--- src/plb_pkg.sv ---
package plb_pkg;
   localparam int DATA_W = 16;
   localparam int ADDR_W = 6;
   localparam int REQ_W = 3;
   localparam int EVT_W = 7;
   localparam int FIFO_DEPTH = 16;
   localparam int CB_INIT = 0;
   localparam int CB_CTL = 1;
   localparam int CB_DIEN = 2;
   localparam int CB_SIEN = 3;
   localparam int CB_EOB = 4;
   localparam int CB_TERM = 5;
   localparam int CB_FUNC = 6;
   localparam int CB_MPAR = 7;
   localparam int SEL_LSB = 2;
   localparam int CTL_LSB = 6;
   localparam int INI_LSB = 5;
   localparam int SEL_W = 14;
   localparam int CTL_W = 10;
   localparam int INI_W = 11;
   localparam int ST_ERR = 0;
   localparam int ST_LOST = 1;
   localparam int ST_PAR = 2;
   localparam int ST_INOP = 3;
   localparam int ST_MPAR = 4;
   localparam int ST_BUSY = 7;
   localparam int ST_RDY = 8;
   localparam int ST_EVT = 9;
   localparam int REQ_DATA = 0;
   localparam int REQ_SVC = 1;
   localparam int REQ_MEM = 2;
   localparam logic [DATA_W-1:0] PRIO_ONE = 16'h0001;
   localparam logic [ADDR_W-1:0] ZERO_ADDR = 6'h00;
   typedef enum {INS_NONE, INS_CMD, INS_STAT, INS_IDATA, INS_ODATA} plb_instr_t;
   typedef struct packed {
      logic masterClear;
      logic transferSync;
      logic [ADDR_W-1:0] deviceSelect;
      logic directionSelect;
      logic commandDataSelect;
      logic [REQ_W-1:0] update;
      logic linkClk;
      logic [DATA_W-1:0] data;
   } plb_cable_in_t;
   typedef struct packed {
      logic [DATA_W-1:0] data;
      logic dataOe;
      logic [ADDR_W-1:0] sourceId;
      logic sourceIdOe;
      logic [REQ_W-1:0] request;
   } plb_cable_out_t;
endpackage : plb_pkg

--- src/plb_io_port.sv ---
// Summary of operation
// RQ1 - data path is a 16-bit two-way bus, words flow both directions
// RQ2 - address bus: 6-bit controller select plus 2-bit transfer type
// RQ3 - during update periods data bus carries priority bits, not data
// RQ4 - compare device select lines with jumper address; match gives unit selected
// RQ5 - when selected, decode type lines into exactly one of four strobes
// RQ6 - each strobe qualified by transfer sync and lasts as long as it
// RQ7 - memory processor transfer sets zero address enable; then answer address zero
// RQ8 - output data pulse captures bus word into data register
// RQ9 - input data gate drives data word while sync gating lasts
// RQ10 - host holds sync at least one microsecond on input transfers
// RQ11 - input status gate drives status word while sync gating lasts
// RQ12 - status bit 0 is OR of error bits 1 to 6
// RQ13 - status bit 1 flags lost word: overflow in, underflow out; the code flags out only for a word sent to a full output queue in output mode
// RQ14 - bit 2 parity/checksum, bit 3 inoperable, bit 4 memory parity
// RQ15 - bits 7-15 events: busy, data ready, device-specific events
// RQ16 - channel issues terminate with bit 7 set on memory parity error
// RQ17 - bits 0,1 zero: select command loads bits 2-15 unless busy
// RQ18 - control command loads bits 6-15 when not busy
// RQ19 - initiate loads bits 5-15 when not busy and starts device
// RQ20 - every command load pulse also makes a status clear pulse
// RQ21 - cable carries master clear, clock, 3 request, 3 update, sync lines
// RQ22 - source ID names controller, or macro ROM entry for memory requests
// RQ23 - busy suppresses command load, freezing registers and status
// RQ24 - control with bits 4-6 zero is no-op, still applies interrupt enables
// RQ25 - bit 0 set decodes as transfer initiate command
// RQ26 - master clear returns command registers, flags, zero enable to clear
`timescale 1ns/100ps
`default_nettype none

module plb_fifo #(
   parameter int WIDTH = 16,
   parameter int DEPTH = 16
) (
   input wire logic clk,
   input wire logic sys_rst,
   input wire logic clkEn,
   input wire logic clear,
   input wire logic inValid,
   output logic inReady,
   input wire logic [WIDTH-1:0] inData,
   output logic outValid,
   input wire logic outReady,
   output logic [WIDTH-1:0] outData
);
   localparam int PW = $clog2(DEPTH);
   logic [WIDTH-1:0] mem [DEPTH];
   logic [PW-1:0] wrPtr;
   logic [PW-1:0] rdPtr;
   logic [PW:0] count;
   logic push;
   logic pop;

   // output stage is a register, so the drain side sees flop outputs
   assign push = inValid && inReady;
   assign pop = (count != '0) && (!outValid || outReady);
   // the output stage holds a word too, so it counts toward the depth
   assign inReady = (count + (PW+1)'(outValid)) != (PW+1)'(DEPTH);

   always_ff @(posedge clk)
   begin
      if (clkEn && push)
      begin
         mem[wrPtr] <= inData;
      end
   end

   always_ff @(posedge clk or posedge sys_rst)
   begin
      if (sys_rst)
      begin
         wrPtr <= '0;
         rdPtr <= '0;
         count <= '0;
      end
      else if (clkEn)
      begin
         if (clear)
         begin
            wrPtr <= '0;
            rdPtr <= '0;
            count <= '0;
         end
         else
         begin
            if (push)
            begin
               wrPtr <= PW'(wrPtr + 1'b1);
            end
            if (pop)
            begin
               rdPtr <= PW'(rdPtr + 1'b1);
            end
            count <= (PW+1)'(count + push - pop);
         end
      end
   end

   always_ff @(posedge clk or posedge sys_rst)
   begin
      if (sys_rst)
      begin
         outValid <= 1'b0;
         outData <= '0;
      end
      else if (clkEn)
      begin
         if (clear)
         begin
            outValid <= 1'b0;
         end
         else if (pop)
         begin
            outValid <= 1'b1;
            outData <= mem[rdPtr];
         end
         else if (outReady)
         begin
            outValid <= 1'b0;
         end
      end
   end
endmodule : plb_fifo

module plb_io_port (
   input wire logic clk,
   input wire logic sys_rst,
   input wire logic clkEn,
   input wire plb_pkg::plb_cable_in_t cableIn,
   output var plb_pkg::plb_cable_out_t cableOut,
   input wire logic [plb_pkg::ADDR_W-1:0] jumperAddr,
   input wire logic [3:0] priorityIdx,
   input wire logic [plb_pkg::ADDR_W-1:0] macroEntry,
   input wire logic [plb_pkg::REQ_W-1:0] userRequest,
   input wire logic devDone,
   input wire logic devParityErr,
   input wire logic devInoperable,
   input wire logic [plb_pkg::EVT_W-1:0] devEvents,
   input wire logic devInValid,
   input wire logic [plb_pkg::DATA_W-1:0] devInData,
   output logic devOutValid,
   input wire logic devOutReady,
   output logic [plb_pkg::DATA_W-1:0] devOutData,
   output logic unitSelected,
   output logic cmdStrobe,
   output logic inputStatusGate,
   output logic inputDataGate,
   output logic outputDataPulse,
   output logic statusClearPulse,
   output logic terminatePulse,
   output logic busy,
   output logic dataReady,
   output logic zeroAddressEnable,
   output logic dmpMode,
   output logic outputMode,
   output logic dataIntEnable,
   output logic serviceIntEnable,
   output logic [plb_pkg::DATA_W-1:0] dataReg,
   output logic [plb_pkg::SEL_W-1:0] selectCmd,
   output logic [plb_pkg::CTL_W-1:0] controlCmd,
   output logic [plb_pkg::INI_W-1:0] initiateCmd
);
   plb_pkg::plb_cable_in_t cableMeta;
   plb_pkg::plb_cable_in_t cableS;
   plb_pkg::plb_instr_t instr;
   logic [plb_pkg::ADDR_W-1:0] ownAddr;
   logic strapTaken;
   logic linkClkD;
   logic linkRise;
   logic mclr;
   logic next_unitSelected;
   logic [plb_pkg::DATA_W-1:0] w;
   logic cmdStart;
   logic odStart;
   logic idStart;
   logic loadOk;
   logic isSelect;
   logic isInit;
   logic isCtl;
   logic isNoop;
   logic isTerm;
   logic lostWord;
   logic devParity;
   logic memParity;
   logic lostEvt;
   logic [plb_pkg::DATA_W-1:0] statusWord;
   logic [plb_pkg::DATA_W-1:0] inData;
   logic inHold;
   logic fifoInReady;
   logic prioDrive;
   logic higherReq;

   function automatic plb_pkg::plb_instr_t decodeInstr(input logic sync, input logic sel,
                                                       input logic dir, input logic cds);
      if (!(sync && sel))
      begin
         return plb_pkg::INS_NONE;
      end
      case ({dir, cds})
         2'h3: return plb_pkg::INS_CMD;
         2'h2: return plb_pkg::INS_ODATA;
         2'h1: return plb_pkg::INS_STAT;
         2'h0: return plb_pkg::INS_IDATA;
         default: return plb_pkg::INS_NONE;
      endcase
   endfunction : decodeInstr

   function automatic logic [plb_pkg::DATA_W-1:0] prioOneHot(input logic [3:0] idx);
      return plb_pkg::DATA_W'(plb_pkg::PRIO_ONE << idx);
   endfunction : prioOneHot

   // every cable line crosses in through two flops before use
   always_ff @(posedge clk or posedge sys_rst)
   begin
      if (sys_rst)
      begin
         cableMeta <= '0;
         cableS <= '0;
      end
      else if (clkEn)
      begin
         cableMeta <= cableIn;
         cableS <= cableMeta;
      end
   end

   // jumper address is a strap, caught once after reset release
   always_ff @(posedge clk or posedge sys_rst)
   begin
      if (sys_rst)
      begin
         ownAddr <= '0;
         strapTaken <= 1'b0;
      end
      else if (clkEn && !strapTaken)
      begin
         ownAddr <= jumperAddr;
         strapTaken <= 1'b1;
      end
   end

   always_ff @(posedge clk or posedge sys_rst)
   begin
      if (sys_rst)
      begin
         linkClkD <= 1'b0;
      end
      else if (clkEn)
      begin
         linkClkD <= cableS.linkClk;
      end
   end

   assign linkRise = cableS.linkClk && !linkClkD;
   assign mclr = cableS.masterClear;
   assign w = cableS.data;
   // RQ2 RQ4 RQ7
   assign next_unitSelected = strapTaken && ((cableS.deviceSelect == ownAddr) ||
                              (zeroAddressEnable && cableS.deviceSelect == plb_pkg::ZERO_ADDR));
   assign instr = decodeInstr(cableS.transferSync, next_unitSelected,
                              cableS.directionSelect, cableS.commandDataSelect); // RQ5
   assign cmdStart = (instr == plb_pkg::INS_CMD) && !cmdStrobe;
   assign odStart = (instr == plb_pkg::INS_ODATA) && !outputDataPulse;
   assign idStart = (instr == plb_pkg::INS_IDATA) && !inputDataGate;
   assign isSelect = !w[plb_pkg::CB_INIT] && !w[plb_pkg::CB_CTL];
   assign isInit = w[plb_pkg::CB_INIT]; // RQ25
   assign isCtl = !w[plb_pkg::CB_INIT] && w[plb_pkg::CB_CTL] && !w[plb_pkg::CB_EOB] &&
                  !w[plb_pkg::CB_TERM] && w[plb_pkg::CB_FUNC]; // RQ18
   assign isNoop = !w[plb_pkg::CB_INIT] && w[plb_pkg::CB_CTL] && !w[plb_pkg::CB_EOB] &&
                   !w[plb_pkg::CB_TERM] && !w[plb_pkg::CB_FUNC]; // RQ24
   assign isTerm = !w[plb_pkg::CB_INIT] && w[plb_pkg::CB_CTL] && w[plb_pkg::CB_TERM];
   // busy masks the load pulse itself, not each register separately
   assign loadOk = cmdStart && !busy && !mclr; // RQ23

   // strobes are registered copies of the decode, so they track sync width
   always_ff @(posedge clk or posedge sys_rst)
   begin
      if (sys_rst)
      begin
         unitSelected <= 1'b0;
         cmdStrobe <= 1'b0;
         inputStatusGate <= 1'b0;
         inputDataGate <= 1'b0;
         outputDataPulse <= 1'b0;
      end
      else if (clkEn)
      begin
         unitSelected <= next_unitSelected; // RQ4
         cmdStrobe <= instr == plb_pkg::INS_CMD; // RQ6
         inputStatusGate <= instr == plb_pkg::INS_STAT; // RQ6
         inputDataGate <= instr == plb_pkg::INS_IDATA; // RQ6
         outputDataPulse <= instr == plb_pkg::INS_ODATA; // RQ6
      end
   end

   always_ff @(posedge clk or posedge sys_rst)
   begin
      if (sys_rst)
      begin
         selectCmd <= '0;
         controlCmd <= '0;
         initiateCmd <= '0;
      end
      else if (clkEn)
      begin
         if (mclr)
         begin
            selectCmd <= '0; // RQ26
            controlCmd <= '0;
            initiateCmd <= '0;
         end
         else if (loadOk)
         begin
            if (isSelect)
            begin
               selectCmd <= w[plb_pkg::SEL_LSB +: plb_pkg::SEL_W]; // RQ17
            end
            if (isCtl)
            begin
               controlCmd <= w[plb_pkg::CTL_LSB +: plb_pkg::CTL_W]; // RQ18
            end
            if (isInit)
            begin
               initiateCmd <= w[plb_pkg::INI_LSB +: plb_pkg::INI_W]; // RQ19
            end
         end
      end
   end

   // a no-op may change the enables even while busy
   always_ff @(posedge clk or posedge sys_rst)
   begin
      if (sys_rst)
      begin
         dataIntEnable <= 1'b0;
         serviceIntEnable <= 1'b0;
      end
      else if (clkEn)
      begin
         if (mclr)
         begin
            dataIntEnable <= 1'b0;
            serviceIntEnable <= 1'b0;
         end
         else if (cmdStart && (isNoop || (!busy && (isInit || isCtl))))
         begin
            dataIntEnable <= w[plb_pkg::CB_DIEN]; // RQ24
            serviceIntEnable <= w[plb_pkg::CB_SIEN]; // RQ24
         end
      end
   end

   // terminate is honoured while busy, otherwise a busy device could never be stopped
   always_ff @(posedge clk or posedge sys_rst)
   begin
      if (sys_rst)
      begin
         busy <= 1'b0;
         dmpMode <= 1'b0;
         outputMode <= 1'b0;
         zeroAddressEnable <= 1'b0;
         terminatePulse <= 1'b0;
         statusClearPulse <= 1'b0;
      end
      else if (clkEn)
      begin
         statusClearPulse <= loadOk; // RQ20
         terminatePulse <= cmdStart && isTerm && !mclr;
         if (mclr)
         begin
            busy <= 1'b0; // RQ26
            dmpMode <= 1'b0;
            outputMode <= 1'b0;
            zeroAddressEnable <= 1'b0;
         end
         else if (loadOk && isInit)
         begin
            busy <= 1'b1; // RQ19
            dmpMode <= w[plb_pkg::CB_CTL];
            outputMode <= w[plb_pkg::CB_EOB];
            zeroAddressEnable <= w[plb_pkg::CB_CTL]; // RQ7
         end
         else
         begin
            if ((cmdStart && isTerm) || devDone)
            begin
               busy <= 1'b0;
            end
            if (!busy)
            begin
               zeroAddressEnable <= 1'b0;
            end
         end
      end
   end

   // input holding word from the device; a second word before pickup is lost
   assign lostEvt = (devInValid && inHold && !idStart) ||
                    (odStart && outputMode && !fifoInReady); // RQ13

   always_ff @(posedge clk or posedge sys_rst)
   begin
      if (sys_rst)
      begin
         inData <= '0;
         inHold <= 1'b0;
      end
      else if (clkEn)
      begin
         if (mclr)
         begin
            inHold <= 1'b0;
         end
         else if (devInValid && (!inHold || idStart))
         begin
            inData <= devInData;
            inHold <= 1'b1;
         end
         else if (idStart || (cmdStart && isTerm))
         begin
            inHold <= 1'b0;
         end
      end
   end

   // sticky errors: a set in the clearing cycle wins
   always_ff @(posedge clk or posedge sys_rst)
   begin
      if (sys_rst)
      begin
         lostWord <= 1'b0;
         devParity <= 1'b0;
         memParity <= 1'b0;
      end
      else if (clkEn)
      begin
         if (mclr)
         begin
            lostWord <= 1'b0;
            devParity <= 1'b0;
            memParity <= 1'b0;
         end
         else
         begin
            lostWord <= lostEvt || (lostWord && !loadOk); // RQ13 RQ20
            devParity <= devParityErr || (devParity && !loadOk); // RQ14 RQ20
            memParity <= (cmdStart && isTerm && w[plb_pkg::CB_MPAR]) ||
                         (memParity && !loadOk); // RQ14
         end
      end
   end

   always_comb
   begin
      statusWord = '0;
      statusWord[plb_pkg::ST_LOST] = lostWord;
      statusWord[plb_pkg::ST_PAR] = devParity;
      statusWord[plb_pkg::ST_INOP] = devInoperable; // RQ14
      statusWord[plb_pkg::ST_MPAR] = memParity;
      statusWord[plb_pkg::ST_ERR] = |statusWord[plb_pkg::ST_MPAR+2:plb_pkg::ST_LOST]; // RQ12
      statusWord[plb_pkg::ST_BUSY] = busy; // RQ15
      statusWord[plb_pkg::ST_RDY] = dataReady;
      statusWord[plb_pkg::ST_EVT +: plb_pkg::EVT_W] = devEvents;
   end

   always_ff @(posedge clk or posedge sys_rst)
   begin
      if (sys_rst)
      begin
         dataReg <= '0;
         dataReady <= 1'b0;
      end
      else if (clkEn)
      begin
         if (odStart)
         begin
            dataReg <= w; // RQ8
         end
         dataReady <= outputMode ? (busy && fifoInReady) : inHold;
      end
   end

   // output words queue toward the device; in output mode a full queue shows as not ready
   plb_fifo #(
      .WIDTH(plb_pkg::DATA_W),
      .DEPTH(plb_pkg::FIFO_DEPTH)
   ) outQueue (
      .clk(clk),
      .sys_rst(sys_rst),
      .clkEn(clkEn),
      .clear(mclr),
      .inValid(odStart && !mclr),
      .inReady(fifoInReady),
      .inData(w),
      .outValid(devOutValid),
      .outReady(devOutReady),
      .outData(devOutData)
   );

   // update window: drive own priority bit, withdraw source ID if outranked
   assign prioDrive = |(cableS.update & cableOut.request); // RQ3
   assign higherReq = |(cableS.data & plb_pkg::DATA_W'(prioOneHot(priorityIdx) - 1'b1));

   always_ff @(posedge clk or posedge sys_rst)
   begin
      if (sys_rst)
      begin
         cableOut <= '0;
      end
      else if (clkEn)
      begin
         cableOut.dataOe <= (instr == plb_pkg::INS_IDATA) || (instr == plb_pkg::INS_STAT) ||
                            prioDrive; // RQ9 RQ11 RQ1
         if (instr == plb_pkg::INS_IDATA)
         begin
            cableOut.data <= inData; // RQ9
         end
         else if (instr == plb_pkg::INS_STAT)
         begin
            cableOut.data <= statusWord; // RQ11
         end
         else if (prioDrive)
         begin
            cableOut.data <= prioOneHot(priorityIdx); // RQ3
         end
         else
         begin
            cableOut.data <= '0;
         end
         cableOut.sourceIdOe <= prioDrive && !higherReq;
         if (cableS.update[plb_pkg::REQ_MEM] && cableOut.request[plb_pkg::REQ_MEM])
         begin
            cableOut.sourceId <= macroEntry; // RQ22
         end
         else
         begin
            cableOut.sourceId <= ownAddr; // RQ22
         end
         if (mclr)
         begin
            cableOut.request <= '0;
         end
         else if (linkRise)
         begin
            cableOut.request <= userRequest; // RQ21
         end
      end
   end
endmodule : plb_io_port

`default_nettype wire

--- config.mk ---
export PLATFORM = sky130hd
export DESIGN_NAME = plb_io_port
export DESIGN_NICKNAME = d
export VERILOG_FILES = /design/src/plb_pkg.sv /design/src/plb_io_port.sv
export SDC_FILE = /design/constraint.sdc
export NUM_CORES = 1
export LEC_CHECK = 0
export BUFFER_PORTS_ARGS = -buffer_cell sky130_fd_sc_hd__buf_4
export CAP_MARGIN = 20
export CELL_PAD_IN_SITES_DETAIL_PLACEMENT = 0
export CELL_PAD_IN_SITES_GLOBAL_PLACEMENT = 2
export CORE_MARGIN = 3
export CORE_UTILIZATION = 46
export DETAILED_ROUTE_END_ITERATION = 16
export HOLD_SLACK_MARGIN = 0.02
export PLACE_DENSITY = 0.9
export SLEW_MARGIN = 20
export SYNTH_ARGS = -nofsm -noshare
export SYNTH_HDL_FRONTEND = slang
export SYNTH_SLANG_ARGS = --single-unit
export TNS_END_PERCENT = 30
--- constraint.sdc ---
create_clock -name clk -period 14.1 [get_ports clk]
set_input_delay 2.82 -clock clk [delete_from_list [all_inputs] [get_ports clk]]
set_output_delay 2.82 -clock clk [all_outputs]
set_load 0.01 [all_outputs]
==> impl_metrics.py <==
metrics = {
    "cells_and_area": {
        "antenna_cells": 0,
        "syn_to_final_growth_pct": 19.3,
        "drive_above_1_share_pct": 33.1,
        "fin_nets": 1517,
        "num-fill-cells": 3233,
    },
    "min_path": {
        "min_path_type": "reg -> reg",
        "hp-start": "cableMeta[21]",
    },
    "clock_tree": {
        "cts.sinks": 466,
        "cts-resized-gates": 0,
        "root_buffer": "clkbuf_16",
        "cts_tree": "done",
        "insertion_delay_ns": 0.58,
        "cts.reportedPaths.clkPinSlew_ns": 0.06,
        "post_cts_buffers": 0,
        "max-clock-path-buffers": 3,
        "cts_made_buffers": 47,
        "cts_hold_buf": 0,
        "h-tree-depth": 2,
    },
    "critical_path": {
        "critPathSlowestCell": "buf_4",
        "crit-reg2reg-launch": "cableS[20]",
        "end_kind": "register",
        "cp.arrival_ns": 5.40,
        "critPathMaxFanout": 71,
        "cp.required_ns": 14.61,
        "crit_top_cell": "buf_4",
        "cp_top_family": "buffers and inverters",
        "path_class": "in -> reg",
        "cp_num_buf_inv": 2,
        "worstPathCellList": "buf_4, buf_4, nand3_1, or3_1, nor3_2, a22o_1",
        "critPathLaunch": "clkEn",
        "max_stage_delay_ns": 0.77,
        "cp-start-kind": "input pin",
    },
    "placement": {
        "gp_congestion": 0.797,
        "portBuffers": 188,
        "dpl.hpwl_um": 30100,
    },
    "floorplanning": {
        "start_util_pct": 46.7,
        "rows": 74,
        "ios": 189,
        "die_h_um": 210,
        "coreArea_um2": 40900,
        "die_area_um2": 44100,
        "die_w_um": 210,
    },
    "routing": {
        "totalWireLength_um": 47000,
        "vias": 11300,
        "drt.antenna.violating_nets": 0,
        "drtPass1Iterations": 5,
        "drc_errors": 0,
        "drt_iter0_markers": 746,
        "viasPerCell": 5.71,
        "wl_per_cell_um": 23.7,
    },
    "sta": {
        "skew_ns": 0.0137,
        "fin_setup_tns_ns": 0,
        "fin_crit_ns": 4.89,
        "setup_viol": 0,
        "tightest_slew_ns": 1.07,
        "max_freq_mhz": 205,
        "drv_slew": 0,
        "period_share_pct": 34.7,
        "rsz0062_at_grt": "false",
        "final_hold_viol_count": 0,
        "max-slew-margin-rel_pct": 28.7,
    },
    "global_route": {
        "grt.overflow.total": 0,
        "grt_pass1_vias": 11900,
        "grt_use_total_pct": 21.6,
        "grt_pass1_wl_um": 72700,
        "antenna_found_initial": 0,
        "grt_max_degree": 106,
    },
    "logic_synthesis": {
        "synth_fp_nets": 1311,
        "syn_inst": 1211,
        "ys_ff_latch": 466,
        "synth_edf_count": 256,
        "ys_types": 66,
        "synth_ff_type": "edfxtp_1",
        "syn_area_per_cell_um2": 15.8,
        "syn_area_um2": 19100,
        "yosysWarnings": 0,
        "async_flop_share_pct": 45.1,
        "ys_seq_area_share_pct": 67.7,
    },
    "power_and_ir_drop": {
        "total_power_mw": 3.67,
        "cellPowerDensity_nw_per_um2": 161,
        "p_leak_nw": 8.86,
        "ir_drop_uv": 86.4,
    },
    "outcome": {
        "outcome": "finished clean",
    },
    "flow_run": {
        "cap_viol_max_count": 0,
    },
}
[per-stage QoR]
step                      util [%]  std cells  setup WS [ns]  cell area (µm²)  hold slack (ns)
after floorplan                  -       1211           5.54            19100            0.449
after global placement        52.0       1899           8.64            21300            0.472
after detailed placement      52.0       1899           8.46            21300            0.481
after CTS                     55.7       1985           9.07            22800            0.494
after global routing          55.8       1986           9.02            22800            0.526
final                         55.8       1986           9.21            22800            0.491
[layout by cell type, fill, tap and decap left out, types with 6 or more instances in the layout]
master,count
nor3_2,9
o2bb2ai_1,9
nor2b_1,9
inv_1,23
ha_1,19
and2_1,6
o21ai_0,42
xor2_1,7
a21oi_1,41
mux2i_1,55
nor2_1,82
buf_4,225
clkinv_1,6
mux2_2,94
or3_1,7
clkbuf_1,10
nand2b_1,6
a31oi_1,14
dfrtp_1,207
nor3_1,14
clkinv_2,8
nand3_1,9
nand2_1,42
a32o_1,6
a22o_1,36
clkbuf_16,47
edfxtp_1,256
mux4_2,64
[sequential cells by signal, indices dropped and copies added (netlist names), 5 cells and up]
register / flops
cableMeta: 30
cableOut: 27
cableS: 13
controlCmd: 10
dataReg: 16
inData: 16
initiateCmd: 11
outQueue.count: 5
outQueue.mem: 256
outQueue.outData: 16
ownAddr: 6
selectCmd: 14
w: 16
[worst reg2reg max path, cell delays in order, from the launching register on]
cell and delay, ns:
dfrtp_1 0.35, inv_1 0.07, ha_1 0.91, nand4_1 0.27
or2_2 0.40, or3_1 0.62, nor2_1 0.19, ha_1 0.19
inv_1 0.06, fa_1 0.43, nor2b_1 0.17, nor2_1 0.06
o21bai_1 0.15, xnor2_1 0.16, mux2i_1 0.20, o2bb2ai_1 0.08
[area by class of cell]
cell class | count | area, µm² | area share (%)
repair buffers | 226 | 1690 | 7.42
clock inverters | 26 | 297 | 1.30
well taps | 532 | 666 | 2.92
clock buffers | 60 | 1250 | 5.50
multi-input cells | 652 | 5860 | 25.7
inverters | 24 | 97.6 | 0.428
flip-flops and latches | 466 | 13000 | 56.8
[power breakdown]
part / internal, mW / total [mW] / switching (mW) / leakage, nW
Combinational: 0.357 / 0.696 / 0.339 / 3.13
Clock: 0.726 / 1.25 / 0.525 / 0.752
Sequential: 1.56 / 1.72 / 0.157 / 4.97
[cells in the mapped netlist, drive strengths merged, types with 4 or more instances]
cell     instances  share of area (%)
a21o             5               0.20
a21oi           42                1.1
a221o            4               0.21
a22o            36                1.6
a22oi            5               0.20
a31oi           14               0.46
a32o             6               0.31
and2             6               0.20
buf             15               0.40
clkbuf          54                1.1
dfrtp          210                 27
edfxtp         256                 40
ha              19                1.2
inv             24               0.47
mux2            97                5.7
mux2i           55                2.9
mux4            64                7.5
nand2           42               0.82
nand2b           6               0.20
nand3           10               0.33
nor2            83                1.6
nor2b            9               0.29
nor3            23               0.63
nor4             7               0.34
o21ai           44                1.2
o221ai           5               0.23
o22ai            4               0.13
o2bb2ai          9               0.41
or2              5               0.16
or3              7               0.23
xor2             7               0.32
[routing by layer]
| metal | routed length [µm] | GRT usage (%) | share of wire (%) |
|---|---|---|---|
| met3 | 3280 | 5.41 | 7.0 |
| met5 | 0 | 0 | 0 |
| met1 | 19500 | 29.2 | 42 |
| met2 | 23000 | 35.0 | 49 |
| met4 | 1210 | 6.17 | 2.6 |
[cells by family after synthesis]
kind of cell / share of synthesized area, %
multiplexers: 16.1
buffers and inverters: 1.93
adder cells (fa/ha/maj): 1.35
AND/OR/NAND/NOR: 5.58
XOR/XNOR: 0.458
flip-flops: 67.7
AO/OA/AOI/OAI: 6.88
[worst paths after layout]
check                               endpoint  slack, ns  depth (start not counted)
max                            controlCmd[3]       9.21                          6
min reg2reg                       cableS[21]       0.49                          2
max reg2reg                outQueue.count[4]       9.67                         15
min                               cableS[21]       0.49                          2
min in group asynchronous         ownAddr[2]       2.30                          2
max in group asynchronous  outQueue.rdPtr[3]      10.50                          3
Note: power is estimated with default switching activity, not from simulation.
